[src/inc/axlcs_pkg.sv]
// register map, field layout, reset values and carriers for the control slave
// assumes a classic wishbone master with byte addresses and 32-bit data
package axlcs_pkg;

  localparam int unsigned AW = 12;
  localparam int unsigned DW = 32;
  localparam int unsigned SW = 4;

  // port data widths (one byte each)
  localparam int unsigned ARG_W = 8;

  // block-level control window, kept free of port registers
  localparam logic [AW-1:0] ADR_CTRL   = 12'h000;
  localparam logic [AW-1:0] ADR_GIE    = 12'h004;
  localparam logic [AW-1:0] ADR_IER    = 12'h008;
  localparam logic [AW-1:0] ADR_ISR    = 12'h00C;
  localparam logic [AW-1:0] ADR_RSV_HI = 12'h00C;

  // automatically placed port registers
  localparam logic [AW-1:0] ADR_A      = 12'h010;
  localparam logic [AW-1:0] ADR_B      = 12'h018;
  localparam logic [AW-1:0] ADR_B_VLD  = 12'h01C;
  localparam logic [AW-1:0] ADR_B_ACK  = 12'h020;

  // explicitly placed port register
  localparam logic [AW-1:0] ADR_C      = 12'h400;

  // control register fields
  localparam int unsigned CTRL_START = 0;
  localparam int unsigned CTRL_DONE  = 1;
  localparam int unsigned CTRL_IDLE  = 2;
  localparam int unsigned CTRL_READY = 3;
  localparam int unsigned CTRL_AUTO  = 7;

  // interrupt fields
  localparam int unsigned GIE_BIT   = 0;
  localparam int unsigned IRQ_DONE  = 0;
  localparam int unsigned IRQ_READY = 1;
  localparam int unsigned IRQ_N     = 2;

  // handshake register fields
  localparam int unsigned HSK_BIT = 0;

  // reset values
  localparam logic [DW-1:0]    DATA_RST = 32'h0000_0000;
  localparam logic [IRQ_N-1:0] IRQ_RST  = 2'h0;

  typedef struct packed {
    logic [AW-1:0] adr;
    logic [DW-1:0] dat;
    logic [SW-1:0] sel;
    logic          we;
    logic          cyc;
    logic          stb;
  } axlcs_wb_req_t;

  typedef struct packed {
    logic [DW-1:0] dat;
    logic          ack;
  } axlcs_wb_rsp_t;

  typedef enum logic [2:0] {
    ST_IDLE,
    ST_RD_A,
    ST_WAIT_B,
    ST_CALC,
    ST_DONE
  } axlcs_state_t;

endpackage

[src/design/axlcs_arg_reg.sv]
// one software-written argument register, optionally loaded by the core
// assumes write strobes already qualified by the bus decode
`timescale 1ns/10ps
`default_nettype none
module axlcs_arg_reg #(
  parameter int unsigned W        = 8,
  parameter bit          RESET_EN = 1'b1
) (
  // clock and reset
  input  wire logic         clock_i,
  input  wire logic         sys_rst_i,
  // software side
  input  wire logic         wr_en_i,
  input  wire logic [W-1:0] wr_dat_i,
  // core side, wins over software
  input  wire logic         ld_en_i,
  input  wire logic [W-1:0] ld_dat_i,
  // value
  output logic      [W-1:0] q_o
);
  logic [W-1:0] q_d;

  always_comb begin
    q_d = q_o;
    if (ld_en_i) begin
      q_d = ld_dat_i;
    end else if (wr_en_i) begin
      q_d = wr_dat_i;
    end
  end

  generate
    if (RESET_EN) begin : g_rst
      always_ff @(posedge clock_i) begin
        if (sys_rst_i) begin
          q_o <= axlcs_pkg::DATA_RST[W-1:0];
        end else begin
          q_o <= q_d;
        end
      end
    end else begin : g_norst
      always_ff @(posedge clock_i) begin
        q_o <= q_d;
      end
    end
  endgenerate
endmodule
`default_nettype wire

[src/design/axlcs_hsk_port.sv]
// valid and acknowledge registers of one handshaked argument
// assumes consume_i only pulses while valid_o is high
`timescale 1ns/10ps
`default_nettype none
module axlcs_hsk_port (
  // clock and reset
  input  wire logic clock_i,
  input  wire logic sys_rst_i,
  // software writes the valid register
  input  wire logic vld_wr_i,
  input  wire logic vld_dat_i,
  // core takes the data
  input  wire logic consume_i,
  // registers
  output logic      valid_o,
  output logic      ack_o
);
  // core clears valid
  // a software write in the same cycle wins so a fresh value is not dropped
  always_ff @(posedge clock_i) begin
    if (sys_rst_i) begin
      valid_o <= 1'b0;
    end else if (vld_wr_i) begin
      valid_o <= vld_dat_i;
    end else if (consume_i) begin
      valid_o <= 1'b0;
    end
  end

  always_ff @(posedge clock_i) begin
    if (sys_rst_i) begin
      ack_o <= 1'b0;
    end else if (consume_i) begin
      ack_o <= 1'b1;
    end else if (vld_wr_i && vld_dat_i) begin
      ack_o <= 1'b0;
    end
  end
endmodule
`default_nettype wire

[src/design/axlcs_top.sv]
// control slave with its small core: c = c + a + b, b handshaked
// assumes one classic wishbone master on the same clock as the core
`timescale 1ns/10ps
`default_nettype none
module axlcs_top #(
  parameter bit REG_RESET_EN = 1'b1
) (
  // clock and reset
  input  wire logic                     clock_i,
  input  wire logic                     sys_rst_i,
  // register bus
  input  wire axlcs_pkg::axlcs_wb_req_t wb_req_i,
  output var  axlcs_pkg::axlcs_wb_rsp_t wb_rsp_o,
  // block status
  output logic                          irq_o,
  output logic                          idle_o,
  output logic                          b_ack_o
);
  localparam int unsigned W = axlcs_pkg::ARG_W;

  logic                              req;
  logic                              ack_q;
  logic [axlcs_pkg::AW-1:0]          adr_w;
  logic                              wr_cmt;
  logic                              rd_take;
  logic                              wr_b0;
  logic [axlcs_pkg::DW-1:0]          rdata_d;
  logic [axlcs_pkg::DW-1:0]          rdata_q;

  logic                              start_q;
  logic                              done_q;
  logic                              auto_q;
  logic                              gie_q;
  logic [axlcs_pkg::IRQ_N-1:0]       ier_q;
  logic [axlcs_pkg::IRQ_N-1:0]       isr_q;
  logic [axlcs_pkg::IRQ_N-1:0]       isr_set;
  logic [axlcs_pkg::IRQ_N-1:0]       isr_clr;

  axlcs_pkg::axlcs_state_t           state_q;
  axlcs_pkg::axlcs_state_t           state_d;
  logic                              ready_evt;
  logic                              done_evt;
  logic                              b_take;
  logic [W-1:0]                      op_a_q;
  logic [W-1:0]                      op_b_q;
  logic [W-1:0]                      sum_q;

  logic [W-1:0]                      a_q;
  logic [W-1:0]                      b_q;
  logic [W-1:0]                      c_q;
  logic                              b_vld;
  logic                              b_ack;

  // bus front end
  assign req    = wb_req_i.cyc & wb_req_i.stb;
  assign adr_w  = {wb_req_i.adr[axlcs_pkg::AW-1:2], 2'b00};
  assign wr_cmt = req & ack_q & wb_req_i.we;
  assign wr_b0  = wr_cmt & wb_req_i.sel[0];
  assign rd_take = req & ~ack_q & ~wb_req_i.we;

  // one-cycle ack
  // unmapped addresses are acknowledged too and read as zero
  always_ff @(posedge clock_i) begin
    if (sys_rst_i) begin
      ack_q <= 1'b0;
    end else begin
      ack_q <= req & ~ack_q;
    end
  end

  always_ff @(posedge clock_i) begin
    if (sys_rst_i) begin
      rdata_q <= axlcs_pkg::DATA_RST;
    end else if (rd_take) begin
      rdata_q <= rdata_d;
    end
  end

  // one driver for the whole response carrier
  assign wb_rsp_o = '{dat: rdata_q, ack: ack_q};

  always_comb begin
    rdata_d = '0;
    case (adr_w)
      axlcs_pkg::ADR_CTRL: begin
        rdata_d[axlcs_pkg::CTRL_START] = start_q;
        rdata_d[axlcs_pkg::CTRL_DONE]  = done_q;
        rdata_d[axlcs_pkg::CTRL_IDLE]  = idle_o;
        rdata_d[axlcs_pkg::CTRL_READY] = ready_evt;
        rdata_d[axlcs_pkg::CTRL_AUTO]  = auto_q;
      end
      axlcs_pkg::ADR_GIE: begin
        rdata_d[axlcs_pkg::GIE_BIT] = gie_q;
      end
      axlcs_pkg::ADR_IER: begin
        rdata_d[axlcs_pkg::IRQ_N-1:0] = ier_q;
      end
      axlcs_pkg::ADR_ISR: begin
        rdata_d[axlcs_pkg::IRQ_N-1:0] = isr_q;
      end
      axlcs_pkg::ADR_A: begin
        rdata_d[W-1:0] = a_q;
      end
      axlcs_pkg::ADR_B: begin
        rdata_d[W-1:0] = b_q;
      end
      axlcs_pkg::ADR_B_VLD: begin
        rdata_d[axlcs_pkg::HSK_BIT] = b_vld;
      end
      axlcs_pkg::ADR_B_ACK: begin
        rdata_d[axlcs_pkg::HSK_BIT] = b_ack;
      end
      axlcs_pkg::ADR_C: begin
        rdata_d[W-1:0] = c_q;
      end
      default: begin
        rdata_d = '0;
      end
    endcase
  end

  // block control: start is write-one-to-set, cleared when inputs are taken unless auto restart is set
  always_ff @(posedge clock_i) begin
    if (sys_rst_i) begin
      start_q <= 1'b0;
    end else if (wr_b0 && adr_w == axlcs_pkg::ADR_CTRL
                 && wb_req_i.dat[axlcs_pkg::CTRL_START]) begin
      start_q <= 1'b1;
    end else if (ready_evt && !auto_q) begin
      start_q <= 1'b0;
    end
  end

  always_ff @(posedge clock_i) begin
    if (sys_rst_i) begin
      auto_q <= 1'b0;
    end else if (wr_b0 && adr_w == axlcs_pkg::ADR_CTRL) begin
      auto_q <= wb_req_i.dat[axlcs_pkg::CTRL_AUTO];
    end
  end

  // sticky completion flag
  // cleared when the control word is read; a completion in that cycle wins
  always_ff @(posedge clock_i) begin
    if (sys_rst_i) begin
      done_q <= 1'b0;
    end else if (done_evt) begin
      done_q <= 1'b1;
    end else if (rd_take && adr_w == axlcs_pkg::ADR_CTRL) begin
      done_q <= 1'b0;
    end
  end

  always_ff @(posedge clock_i) begin
    if (sys_rst_i) begin
      gie_q <= 1'b0;
    end else if (wr_b0 && adr_w == axlcs_pkg::ADR_GIE) begin
      gie_q <= wb_req_i.dat[axlcs_pkg::GIE_BIT];
    end
  end

  always_ff @(posedge clock_i) begin
    if (sys_rst_i) begin
      ier_q <= axlcs_pkg::IRQ_RST;
    end else if (wr_b0 && adr_w == axlcs_pkg::ADR_IER) begin
      ier_q <= wb_req_i.dat[axlcs_pkg::IRQ_N-1:0];
    end
  end

  always_comb begin
    isr_set = '0;
    isr_set[axlcs_pkg::IRQ_DONE]  = done_evt;
    isr_set[axlcs_pkg::IRQ_READY] = ready_evt;
    isr_clr = '0;
    if (wr_b0 && adr_w == axlcs_pkg::ADR_ISR) begin
      isr_clr = wb_req_i.dat[axlcs_pkg::IRQ_N-1:0];
    end
  end

  // write one to clear; a new event in the same cycle stays set
  always_ff @(posedge clock_i) begin
    if (sys_rst_i) begin
      isr_q <= axlcs_pkg::IRQ_RST;
    end else begin
      isr_q <= (isr_q & ~isr_clr) | isr_set;
    end
  end

  always_ff @(posedge clock_i) begin
    if (sys_rst_i) begin
      irq_o <= 1'b0;
    end else begin
      irq_o <= gie_q & (|(isr_q & ier_q));
    end
  end

  // no port below the control window
  axlcs_arg_reg #(
    .W        (W),
    .RESET_EN (REG_RESET_EN)
  ) u_arg_a (
    .clock_i   (clock_i),
    .sys_rst_i (sys_rst_i),
    .wr_en_i   (wr_b0 && adr_w == axlcs_pkg::ADR_A),
    .wr_dat_i  (wb_req_i.dat[W-1:0]),
    .ld_en_i   (1'b0),
    .ld_dat_i  ('0),
    .q_o       (a_q)
  );

  axlcs_arg_reg #(
    .W        (W),
    .RESET_EN (REG_RESET_EN)
  ) u_arg_b (
    .clock_i   (clock_i),
    .sys_rst_i (sys_rst_i),
    .wr_en_i   (wr_b0 && adr_w == axlcs_pkg::ADR_B),
    .wr_dat_i  (wb_req_i.dat[W-1:0]),
    .ld_en_i   (1'b0),
    .ld_dat_i  ('0),
    .q_o       (b_q)
  );

  // result is written back into c; the core write wins over software
  axlcs_arg_reg #(
    .W        (W),
    .RESET_EN (REG_RESET_EN)
  ) u_arg_c (
    .clock_i   (clock_i),
    .sys_rst_i (sys_rst_i),
    .wr_en_i   (wr_b0 && adr_w == axlcs_pkg::ADR_C),
    .wr_dat_i  (wb_req_i.dat[W-1:0]),
    .ld_en_i   (done_evt),
    .ld_dat_i  (sum_q),
    .q_o       (c_q)
  );

  axlcs_hsk_port u_hsk_b (
    .clock_i   (clock_i),
    .sys_rst_i (sys_rst_i),
    .vld_wr_i  (wr_b0 && adr_w == axlcs_pkg::ADR_B_VLD),
    .vld_dat_i (wb_req_i.dat[axlcs_pkg::HSK_BIT]),
    .consume_i (b_take),
    .valid_o   (b_vld),
    .ack_o     (b_ack)
  );

  assign b_ack_o = b_ack;

  // core sequence
  always_comb begin
    state_d = state_q;
    case (state_q)
      axlcs_pkg::ST_IDLE: begin
        if (start_q) begin
          state_d = axlcs_pkg::ST_RD_A;
        end
      end
      axlcs_pkg::ST_RD_A: begin
        state_d = axlcs_pkg::ST_WAIT_B;
      end
      axlcs_pkg::ST_WAIT_B: begin
        if (b_vld) begin
          state_d = axlcs_pkg::ST_CALC;
        end
      end
      axlcs_pkg::ST_CALC: begin
        state_d = axlcs_pkg::ST_DONE;
      end
      axlcs_pkg::ST_DONE: begin
        state_d = axlcs_pkg::ST_IDLE;
      end
      default: begin
        state_d = axlcs_pkg::ST_IDLE;
      end
    endcase
  end

  always_ff @(posedge clock_i) begin
    if (sys_rst_i) begin
      state_q <= axlcs_pkg::ST_IDLE;
    end else begin
      state_q <= state_d;
    end
  end

  assign b_take    = (state_q == axlcs_pkg::ST_WAIT_B) & b_vld;
  assign ready_evt = b_take;
  assign done_evt  = (state_q == axlcs_pkg::ST_DONE);
  assign idle_o    = (state_q == axlcs_pkg::ST_IDLE);

  // operands are latched so software may rewrite a and b while the core runs
  always_ff @(posedge clock_i) begin
    if (sys_rst_i) begin
      op_a_q <= '0;
    end else if (state_q == axlcs_pkg::ST_RD_A) begin
      op_a_q <= a_q;
    end
  end

  always_ff @(posedge clock_i) begin
    if (sys_rst_i) begin
      op_b_q <= '0;
    end else if (b_take) begin
      op_b_q <= b_q;
    end
  end

  always_ff @(posedge clock_i) begin
    if (sys_rst_i) begin
      sum_q <= '0;
    end else if (state_q == axlcs_pkg::ST_CALC) begin
      sum_q <= W'(c_q + op_a_q + op_b_q);
    end
  end
endmodule
`default_nettype wire

[config.mk]
export PLATFORM = sky130hd
export DESIGN_NAME = axlcs_top
export DESIGN_NICKNAME = d
export VERILOG_FILES = /design/src/inc/axlcs_pkg.sv /design/src/design/axlcs_arg_reg.sv /design/src/design/axlcs_hsk_port.sv /design/src/design/axlcs_top.sv
export SDC_FILE = /design/constraint.sdc
export NUM_CORES = 1
export LEC_CHECK = 0
export ABC_CLOCK_PERIOD_IN_PS = 4000
export BUFFER_PORTS_ARGS = -buffer_cell sky130_fd_sc_hd__buf_2
export CAP_MARGIN = 0
export CORE_ASPECT_RATIO = 1.1
export CORE_MARGIN = 2
export CORE_UTILIZATION = 58
export DETAILED_ROUTE_END_ITERATION = 12
export PLACE_DENSITY = 0.85
export SLEW_MARGIN = 25
export SYNTH_ARGS = -nofsm -noshare
export SYNTH_HDL_FRONTEND = slang
export SYNTH_SLANG_ARGS = --single-unit
[constraint.sdc]
create_clock -name clock_i -period 4 [get_ports clock_i]
set_input_delay 0.4 -clock clock_i [delete_from_list [all_inputs] [get_ports clock_i]]
set_output_delay 0.4 -clock clock_i [all_outputs]
set_load 0.02 [all_outputs]
Word-level counts from Yosys, hierarchy flattened:

Cells that the tools add are included.
W data, S select, Z words.

* add/subtract/negate cells: 2
* multipliers: 0
* div/mod/pow operators: 0
* order comparisons: 0
* eq/ne operators: 14
* shift operators: 0
* mux-type cells: 19
* bitwise gates (word level): 14
* reductions and logical operators: 22

Operator list (number)
* $eq A10 B3 Y1 const B: 3
* $eq A10 B2 Y1 const B: 2
* $add A8 B8 Y8: 2
* $mux W8: 2
* $logic_and A1 B1 Y1: 12
* $logic_not A12 Y1: 1
* $pmux W3 S4: 1
* $eq A10 B1 Y1 const B: 1
* $eq A10 B4 Y1 const B: 1
* $eq A10 B9 Y1 const B: 1
* $reduce_bool A2 Y1: 5
* $pmux W1 S9: 1
* $pmux W3 S3: 1
* $and A1 B1 Y1: 8
* $mux W1: 8
* $pmux W2 S4: 1
* $eq A3 B2 Y1 const B: 2
* $mux W3: 2
* $pmux W1 S6: 1
* $and A2 B2 Y2: 2
* $ne A2 B1 Y1 const B: 2
* $pmux W1 S4: 1
* $eq A3 B1 Y1 const B: 1
* $eq A3 B3 Y1 const B: 1
* other kinds (8): 9

* bits in registers: 71
* latch bits: 0
* RAM bits: 0
* memory bits (read-only): 0
* bits of input ports: 53
* word-level logic and storage cells: 89
* memories: 0

Longest topological paths before layout:

Gate-level depths: netlist of run 1.

* word-level depth: 9
* depth in mapped cells: 9
* depth with buffers taken out: 9

Cells and area by module:

From an unflattened synthesis of run 1, not the netlist that was laid out.

* cell total of the unflattened synthesis: 429
* area total of the unflattened synthesis: 4008.8 µm²

Modules (own cells, without submodules)
* axlcs_top: instances 1, cells an instance 317, area each 2826.5 µm²
* axlcs_arg_reg: instances 3, cells an instance 35, area each 369.1 µm²
* axlcs_hsk_port: instances 1, cells an instance 7, area each 75.1 µm²

Least setup slack after synthesis of run 1:

Ideal clock, no wire load.

* path type: register -> register
* start: reg op_a_q[1]
* end: reg sum_q[7]
* setup time: 0.126 ns
* arrival: 2.225 ns
* required time: 3.874 ns
* path slack: 1.649 ns
* cell stages (with the launch flop): 8
* cells stage by stage: dfxtp_1 fa_1 ha_1 fa_1 a211o_1 a211oi_1 o211ai_1 nor3b_1

* cells in the longest elaborated chain, start to end: 2

RTL lines
* start: declaration: line axlcs_top.sv:44 `logic [W-1:0] op_a_q;`
* start signal: assignment: line axlcs_top.sv:297 `op_a_q <= a_q;`
* $add A8 B8 Y8 (2 in a row): line axlcs_top.sv:313 `sum_q <= W'(c_q + op_a_q + op_b_q);`
* end signal: assignment: line axlcs_top.sv:313
* end: declaration: line axlcs_top.sv:46 `logic [W-1:0] sum_q;`

No other way between the ends.
A chain may end at the register's enable or synchronous reset.

Worst setup path after layout of run 1:

Same ends and word-level chain as after synthesis.

==> metrics, run 1 <==
# hold bufs at CTS 0; Final Cycle Share 0.6310; vias 3435; Clock Path Buffers 2; CP Class flip-flop to flip-flop; Final Skew 6.548 ps; CP dominant cell by count fa_1; post_cts resized 0; number of flops mapped to enable cells by yosys 0; initial core utilization 0.6068; Layout Nets between 500 and 600; core region area just over 6000 µm²; Synth Register Bits 71; worst min path class input port to flip-flop; IO Pins 89; Area Overhead vs Synth 7.942%; minimum clock period ~2500 ps; combinational power share 0.063; first-pass GRT wire length 15590 µm; Worst EP required 4230 ps; Leak between 1.5 and 2 nW; internal power 0.001092 W; Clk Latency, worst-skew pair approximately 350 ps; fin area ~4100 µm²; chip width about 81 µm; critical path launch point type flip-flop; critical path capture point type flip-flop; largest net degree at the start of global routing 67; Yosys warning count 0; CTS root buf clkbuf_8; status complete, no violations; Yosys top cell area share 0.3759; VDD IR max 0.0002847 V; Switching Share 0.2352; gpl congestion 0.9501; Mapped Cells 448; slowest CP cell fa_1; Top FF cell, synth dfxtp_1; die height slightly below 90 µm; hpwl dp 6894 µm; Reg power frac 0.497; num rows 30; crit-path max cell delay 470 ps; PwrDens 350.0 nW/µm²; DRT iter0 DRCs 406; vias per cell 6.245; top cells by area, synth dfxtp_1 38%, a21oi_1 5.4%, buf_4 5.2%; n_diodes 0; final setup vio count 0; WL per Instance between 15 and 20 µm; die area 7182 µm²; clock buffer count from CTS 9; Area after DPL 3870 µm²; Max Cap Viol 0; # H-tree levels 3; R2R setup slack between 1000 and 1500 ps; worst rel slew slack 0.5052; Slew Viols, Final 0; crit-path cells fa_1, ha_1, fa_1, a211o_1, a211oi_1, o211ai_1, nor3b_1; postcts setup bufs 0; first-pass detailed-route iteration total 5; grt ovf 0; initial antenna violation count 0; Post-Syn Area between 3000 and 4000 µm²; sequential fraction of the synthesis area 0.3759; Setup TNS Final 0 ps; Max Fclk 396.2 MHz; number of port buffers 35; Total GRT Usage 0.2858; Arrival @ worst endpoint 2760 ps; Final Hold Vio Count 0; clock slew at reported path FFs ~70 ps; Async SR Flop Fraction 0; RSZ-0062 raised after global routing no; Unique masters post-synth between 40 and 50; vias in the first global route 3129; area leader, netlist dfxtp_1; CTS tree built; most frequent cells in the layout 71 x dfxtp_1, 41 x a21oi_1, 38 x o21ai_0, 37 x nand3_1, 35 x buf_2; share of cells above drive strength 1 0.1298; Clock power frac 0.440; switching pwr 0.0003360 W; Final Routed Wirelength 9523 µm; drc violations 0; ANT nets after route 0; Critical Path Fanout Max 3; syn_area_per_cell between 8 and 9 µm²; commonest non-fill, non-tap cell in the layout dfxtp_1; worst slew pin tran 739.4 ps; Num Clock Sinks about 70
final cells by class:
| class | instances | area, µm² |
|---|---|---|
| flip-flops and latches | 71 | 1421 |
| multi-input cells | 334 | 2091 |
| fillers | 527 | 2150 |
| clock buffers | 11 | 141.4 |
| clock inverters | 4 | 70.07 |
| well taps | 80 | 100.1 |
| inverters | 8 | 30.03 |
| repair buffers | 42 | 227.7 |
cell usage after synthesis, drive strengths merged (3+ instances only):
library cell / n
inv: 8
nor3: 7
nand2: 29
o21ai: 38
and2: 3
dfxtp: 71
a21oi: 41
buf: 36
a211o: 3
and4: 3
a31oi: 3
a21o: 3
and3: 5
nor2: 32
nand3b: 5
a211oi: 5
ha: 6
xnor2: 6
a22o: 10
nand4: 7
or3: 3
nor4: 6
nand3: 37
mux2i: 17
or4: 3
a311oi: 9
fa: 8
clkbuf: 22
power by group through the flow:
stage | clock (W) | sequential (W) | combinational (W)
global route | 0.000662 | 0.000710 | 0.0000966
detailed placement | 0 | 0.000726 | 0.0000876
finish | 0.000628 | 0.000710 | 0.0000902
CTS | 0.000632 | 0.000710 | 0.0000878
floorplan | 0 | 0.000729 | 0.0000747
global placement | 0 | 0.000726 | 0.0000869
layer usage:
layer | up-vias | track usage | share of wire
met5 | - | 0 | 0
met4 | 0 | 0.1109 | 0.016
met3 | 13 | 0.05714 | 0.094
met2 | 186 | 0.4500 | 0.46
met1 | 1628 | 0.3879 | 0.43
li1 | 1608 | - | -
registers in the layout (all words and copies together) (netlist names):
register,count
auto_q,1
done_q,1
u_arg_a.q_o,8
isr_q,2
rdata_q,8
op_a_q,8
gie_q,1
u_arg_b.q_o,8
state_q,3
op_b_q,8
u_hsk_b.ack_o,1
irq_o,1
ack_q,1
start_q,1
u_arg_c.q_o,8
u_hsk_b.valid_o,1
sum_q,8
ier_q,2
cells by family (layout without fill, tap and decap cells):
logic type | after synthesis | after routing | share of synthesized area
AOI/OAI and AO/OA | 122 | 122 | 0.1982
adders and majority gates | 14 | 14 | 0.06221
xor gates and xnor gates | 6 | 6 | 0.01390
DFF | 71 | 71 | 0.3759
buffers and inverters | 66 | 65 | 0.09398
other | 1 | 24 | 0.0009918
muxes | 19 | 19 | 0.05096
and+or+nand+nor | 149 | 149 | 0.2038
final timing paths:
check | endpoint | depth (start not counted) | from
worst min-delay path | ack_q$_SDFF_PP0_ | 3 | wb_req_i[0]
worst max-delay path | sum_q[7]$_SDFFE_PP0P_ | 7 | op_a_q[1]$_SDFFE_PP0P_
worst max register to register | sum_q[7]$_SDFFE_PP0P_ | 7 | op_a_q[1]$_SDFFE_PP0P_
worst min register to register | rdata_q[7]$_SDFFE_PP0P_ | 2 | rdata_q[7]$_SDFFE_PP0P_
worst max-delay path, delay by kind of cell (launching register included):
family	cells	cell delay, ps
simple gates	1	150
fa+ha+maj	3	1140
compound gates	3	780
flops	1	330
metrics by stage:
| step | worst slack (ps) | power [W] | utilization | cells | hold slack (ps) |
|---|---|---|---|---|---|
| floorplan | 1649 | 0.0008033 | - | 471 | 432.2 |
| global placement | 1558 | 0.0008131 | 0.6211 | 535 | 440.3 |
| detailed placement | 1508 | 0.0008139 | 0.6211 | 535 | 444.7 |
| CTS | 1485 | 0.001430 | 0.6550 | 550 | 301.2 |
| global route | 1299 | 0.001468 | 0.6550 | 550 | 326.9 |
| finish | 1476 | 0.001428 | 0.6550 | 550 | 311.5 |
No activity file was read; power rests on OpenSTA's default activity.
==> run 2, diff against run 1 <==
ABC_AREA = 1   (was unset)
ABC_CLOCK_PERIOD_IN_PS = 2500   (was 4000)
CORE_UTILIZATION = 54   (was 58)
PLACE_DENSITY = 0.8   (was 0.85)
clock period = 2.5 ns   (was 4 ns; I/O delays follow)
==> run 2 against run 1 <==
  * Non-clock buffer count rose by 1
  * Setup slack got worse by 1200 ps
  * Clock power is 64% higher
  * Critical path depth up 3
  * Synthesized cell count up 12%
  * Critical endpoint unchanged
  * Sequential share of layout area fell by 0.47 points
  * Fmax rose by 15%
  * Die area increased by 7.1%
==> metrics, run 2 <==
VDD IR max 0.0005083 V (+79%); status complete, no violations; PwrDens 590.5 nW/µm² (+69%); # hold bufs at CTS 0 (unchanged); number of port buffers 35 (unchanged); Clk Latency, worst-skew pair 350 ps (about the same); largest net degree at the start of global routing 30 (-55%); Top FF cell, synth dfxtp_1; ANT nets after route 0 (unchanged); critical path launch point type flip-flop; sequential fraction of the synthesis area 0.3757 (about the same); Num Clock Sinks 71 (unchanged); grt ovf 0 (unchanged); vias per cell 5.433 (-13%); Critical Path Fanout Max 5 (+2); reg2reg path depth 10 (+3); slowest CP cell fa_1; worst slew pin tran 835.0 ps (+95.65 ps); Final Skew 6.816 ps (+0.2679 ps); Final Cycle Share 0.8757 (+0.2447); syn_area_per_cell 7.552 µm² (-11%); final core utilization 0.6008 (-0.05418); post_cts resized 0 (unchanged); Unique masters post-synth 36 (-25%); top cells by area, synth dfxtp_1 38%, a21oi_1 7.0%, nand2_1 6.3%; minimum clock period 2189 ps (-334.9 ps); gpl congestion 0.9366 (-1.4%); share of cells above drive strength 1 0.1633 (+0.03348); DRT iter0 DRCs 288 (-29%); worst rel slew slack 0.4403 (-0.06498); multi-input logic area 1927 µm² (-7.8%); Yosys warning count 0 (unchanged); WL per Instance 14.66 µm (-15%); critical path capture point type flip-flop; final setup vio count 0 (unchanged); Arrival @ worst endpoint 2450 ps (-310 ps); vias 3390 (-1.3%); Layout Nets 601 (+13%); top post-synthesis cells by count 71 x dfxtp_1, 63 x nand2_1, 54 x inv_1, 53 x a21oi_1, 47 x nand3_1; Clock Path Buffers 2 (unchanged); CP Buf/Inv Count 2 (+2); Place WS 359.8 ps (-1148 ps); IO Pins 89 (unchanged); die height 91.79 µm (+3.5%); Final Non-Filler Cells 624 (+13%); commonest non-fill, non-tap cell in the layout dfxtp_1; hpwl dp 6659 µm (-3.4%); clock buffer count from CTS 9 (unchanged); first-pass GRT wire length 15030 µm (-3.6%); Layout fillers 587 (+11%); CTS root buf clkbuf_8; Async SR Flop Fraction 0 (unchanged); Slew Viols, Final 0 (unchanged); number of flops mapped to enable cells by yosys 0 (unchanged); Area Overhead vs Synth 9.359%; CP top delay family adder cells; Yosys top cell area share 0.3757 (about the same); most frequent cells in the layout 71 x dfxtp_1, 63 x nand2_1, 54 x inv_1, 53 x a21oi_1, 47 x nand3_1; Final Routed Wirelength 9145 µm (-4.0%); setup ws final 310.8 ps (-1165 ps); Total GRT Usage 0.2450 (-0.04080); placed cell count 608 (+14%); Leak 1.820 nW (+15%); Max Cap Viol 0 (unchanged); Final Hold Vio Count 0 (unchanged); Setup TNS Final 0 ps (unchanged); n_diodes 0 (unchanged); most common cell in the synthesized netlist dfxtp_1; Max Fclk 456.8 MHz (+15%); first-pass detailed-route iteration total 7 (+2); RSZ-0062 raised after global routing no; initial core utilization 0.5494 (-0.05741); Worst EP required 2760 ps (-1470 ps); die area 7693 µm² (+7.1%); # H-tree levels 3 (unchanged); crit-path cells fa_1, ha_1, a21oi_1, o21ai_0, a21oi_1, inv_1, nand2_1, nand3_1, nand2_1, inv_1; area leader, netlist dfxtp_1; chip width 83.81 µm (+3.5%); Synth Register Bits 71 (unchanged); CP Class flip-flop to flip-flop; Total Power 0.002443 W (+71%); crit-path max cell delay 450 ps (-20 ps); postcts setup bufs 0 (unchanged); Mapped Cells 501 (+12%); worst hold stages 3 (unchanged); drc violations 0 (unchanged); Post-Syn Area 3784 µm² (about the same); sequential cell area 1421 µm² (unchanged); WP depth 10 (+3); core region area 6887 µm² (+11%); worst min path class input port to flip-flop; num rows 32 (+6.7%); clock slew at reported path FFs 80 ps (about the same); initial antenna violation count 0 (unchanged); vias in the first global route 3146 (+0.54%); CTS tree built
[run 2: final cells by class]
cell class,instances,area share
repair buffers,43,0.05685
multi-input cells,349,0.4657
flip-flops and latches,71,0.3435
clock buffers,11,0.03417
clock inverters,5,0.01966
well taps,85,0.02570
inverters,60,0.05443
[run 2: worst min-delay path, cell delays in order]
cell and delay, ps:
buf_2 100, inv_1 60, a21oi_1 60
[run 2: per-layer routing]
layer	routed length, µm	up-vias	track usage
li1	-	1668	-
met4	271	0	0.08737
met1	3804	1529	0.2957
met2	4446	168	0.4393
met5	0	-	0
met3	623	25	0.03960
[run 2: where the power goes]
part           internal, W  switching (W)
Sequential         0.00115      0.0000178
Clock             0.000589       0.000443
Combinational    0.0000696       0.000172
Total              0.00181       0.000633
[run 2: path summary, 6_finish.rpt]
check                              start                     endpoint  slack [ps]
max          u_arg_c.q_o[4]$_SDFFE_PP0P_        sum_q[7]$_SDFFE_PP0P_         310
min                         wb_req_i[13]  u_arg_b.q_o[6]$_SDFFE_PP0P_         170
max reg2reg  u_arg_c.q_o[4]$_SDFFE_PP0P_        sum_q[7]$_SDFFE_PP0P_         310
min reg2reg      rdata_q[4]$_SDFFE_PP0P_      rdata_q[4]$_SDFFE_PP0P_         470
[run 2: per-stage QoR]
stage | instance area (µm²) | hold WS, ps
detailed placement | 3915 | 460.4
global route | 4138 | 185.2
finish | 4138 | 165.7
CTS | 4138 | 160.1
floorplan | 3870 | 357.4
global placement | 3915 | 453.8
[run 2: cells by family (layout without fill, tap and decap cells)]
logic type	after synthesis	in the layout	synth area share
other	1	24	0.0009911
AND/OR/NAND/NOR	182	182	0.2368
adder cells (fa/ha/maj)	14	14	0.06217
flip-flops	71	71	0.3757
buffers and inverters	104	119	0.1379
AO/OA/AOI/OAI	122	122	0.1703
XOR/XNOR	7	7	0.01620
==> run 3, diff against run 2 <==
SETUP_SLACK_MARGIN = 0.5   (was unset)
==> run 3 against run 2 <==
  * Clock power barely moved
  * Clock skew grew 0.70 ps
  * Register-to-register slack improved by 160 ps
  * Largest cell class unchanged
  * Flip-flop and latch count is the same
  * Global-route usage about the same
  * Largest power group unchanged
  * Combinational power up 8%
  * Non-clock buffer count is 4 higher
  * Clock-buffer cell count stayed put
==> metrics, run 3 (same netlist as run 2, synthesis figures left out) <==
Hold EP u_arg_b.q_o[6]$_SDFFE_PP0P_; crit-path max cell delay 520 ps (+70 ps); critical path startpoint u_arg_c.q_o[1]$_SDFFE_PP0P_; core region area 6887 µm² (unchanged); Total Power 0.002457 W (+0.54%); Worst EP required 2760 ps (about the same); Layout Nets 605 (+0.67%); hold wc startpoint wb_req_i[13]; VDD IR max 0.0005075 V (-0.16%); n_diodes 0 (unchanged); grt ovf 0 (unchanged); vias in the first global route 3150 (+0.13%); reg2reg end sum_q[7]$_SDFFE_PP0P_; Final Routed Wirelength 9275 µm (+1.4%); r2r startpoint u_arg_c.q_o[1]$_SDFFE_PP0P_; die height 91.79 µm (unchanged); Area Overhead vs Synth 12.63%; # H-tree levels 3 (unchanged); Place WS 359.8 ps (unchanged); WL per Instance 14.77 µm (+0.78%); initial core utilization 0.5494 (unchanged); highest metal used met4; gpl congestion 0.9366 (unchanged); ANT nets after route 0 (unchanged); Clock power frac 0.419 (-0.004); chip width 83.81 µm (unchanged); Final Skew 7.520 ps (+0.7044 ps); minimum clock period 2031 ps (-158.3 ps); die area 7693 µm² (unchanged); met1 wire length 3843 µm (+1.0%); number of port buffers 35 (unchanged); worst slew pin tran 838.5 ps (+3.490 ps); Leak 1.828 nW (+0.42%); first-pass GRT wire length 15040 µm (about the same); Reg power frac 0.475 (-0.004); Clk Latency, worst-skew pair 350 ps (about the same); Final Cycle Share 0.8124 (-0.06330); CP Class flip-flop to flip-flop; clock buffer count from CTS 9 (unchanged); critical path capture point type flip-flop; final core utilization 0.6188 (+0.01799); vias per cell 5.409 (-0.43%); status complete, no violations; initial antenna violation count 0 (unchanged); commonest non-fill, non-tap cell in the layout dfxtp_1; Arrival @ worst endpoint 2290 ps (-160 ps); DRT iter0 DRCs 259 (-10%); worst hold stages 3 (unchanged); setup ws final 469.1 ps (+158.3 ps); critical path launch point type flip-flop; Clock Path Buffers 2 (unchanged); clock slew at reported path FFs 80 ps (about the same); share of cells above drive strength 1 0.1915 (+0.02826); RSZ-0062 raised after global routing yes; final setup vio count 0 (unchanged); Total GRT Usage 0.2454 (+0.0003807); R2R setup slack 470 ps (+160 ps); Num Clock Sinks 71 (unchanged); Setup TNS Final 0 ps (unchanged); worst hold slack 157.6 ps (-8.140 ps); first-pass detailed-route iteration total 5 (-2); Critical Path Fanout Max 3 (-2); Max Fclk 492.4 MHz (+7.8%); IO Pins 89 (unchanged); crit-path cells fa_1, ha_4, fa_2, a21oi_2, inv_1, nand2_1, nand3_1, nand2_1, inv_1; Slew Viols, Final 0 (unchanged); Max Cap Viol 0 (unchanged); reg2reg path depth 9 (-1); Switching Share 0.2588 (about the same); combinational power share 0.106 (+0.007); internal power 0.001821 W (+0.56%); CTS root buf clkbuf_8; hpwl dp 6659 µm (unchanged); # hold bufs at CTS 0 (unchanged); drc violations 0 (unchanged); Layout fillers 571 (-2.7%); WL met2 4517 µm (+1.6%); largest net degree at the start of global routing 30 (unchanged); slowest CP cell fa_1; metal3 WL 627 µm (+0.64%); worst min path class input port to flip-flop; num rows 32 (unchanged); Final Hold Vio Count 0 (unchanged); PwrDens 576.5 nW/µm² (-2.4%); CTS tree built; vias 3397 (+0.21%); switching pwr 0.0006359 W (+0.48%); worst rel slew slack 0.4379 (-0.002340); most frequent cells in the layout 68 x dfxtp_1, 63 x nand2_1, 54 x inv_1, 51 x a21oi_1, 46 x nand3_1
[run 3: metrics by stage]
stage | area (µm²) | cells
after floorplan | 3870 | 524
after global placement | 3915 | 608
after detailed placement | 3915 | 608
after global routing | 4262 | 628
after CTS | 4169 | 624
final | 4262 | 628
[run 3: how the worst max path moves through the flow]
stage                            endpoint  slack [ps]  cells after the start
global placement    sum_q[5]$_SDFFE_PP0P_         430                      8
floorplan           sum_q[5]$_SDFFE_PP0P_         500                      8
finish              sum_q[7]$_SDFFE_PP0P_         470                      9
CTS                 sum_q[7]$_SDFFE_PP0P_         440                     10
global route        sum_q[7]$_SDFFE_PP0P_         370                      9
detailed placement  sum_q[7]$_SDFFE_PP0P_         360                     10
[run 3: power groups by stage]
stage               Clock, W  Combinational [W]  Sequential [W]
floorplan                  0           0.000198         0.00119
global placement           0           0.000231         0.00120
detailed placement         0           0.000238         0.00120
CTS                  0.00103           0.000246         0.00117
global route         0.00106           0.000288         0.00117
finish               0.00103           0.000260         0.00117
[run 3: metal layers]
| metal | global-route usage | vias up |
|---|---|---|
| li1 | - | 1678 |
| met1 | 0.2974 | 1541 |
| met2 | 0.4367 | 150 |
| met3 | 0.03960 | 28 |
| met4 | 0.09140 | 0 |
| met5 | 0 | - |
[run 3: area by class of cell]
| cell class | instances | area, µm² | area share |
|---|---|---|---|
| inverters | 60 | 225.2 | 0.05285 |
| clock buffers | 11 | 141.4 | 0.03318 |
| well taps | 85 | 106.4 | 0.02496 |
| flip-flops and latches | 71 | 1430 | 0.3356 |
| multi-input cells | 349 | 2012 | 0.4721 |
| clock inverters | 5 | 81.33 | 0.01908 |
| repair buffers | 47 | 265.3 | 0.06224 |
[run 3: worst max-delay path: cells and delay by family, from the launching register on]
kind                     cells  cell delay [ps]
AO/OA/AOI/OAI                1              170
adder cells (fa/ha/maj)      3             1100
buffers and inverters        2              100
flip-flops                   1              330
AND/OR/NAND/NOR              3              240
[run 3: repair_timing]
action | in CTS | in global routing
resized for setup | 6 | 12
endpoints found under the hold margin | 0 | 0
buffers inserted | 0 | 4
setup endpoints to repair | 4 | 4
pin swaps | 0 | 12
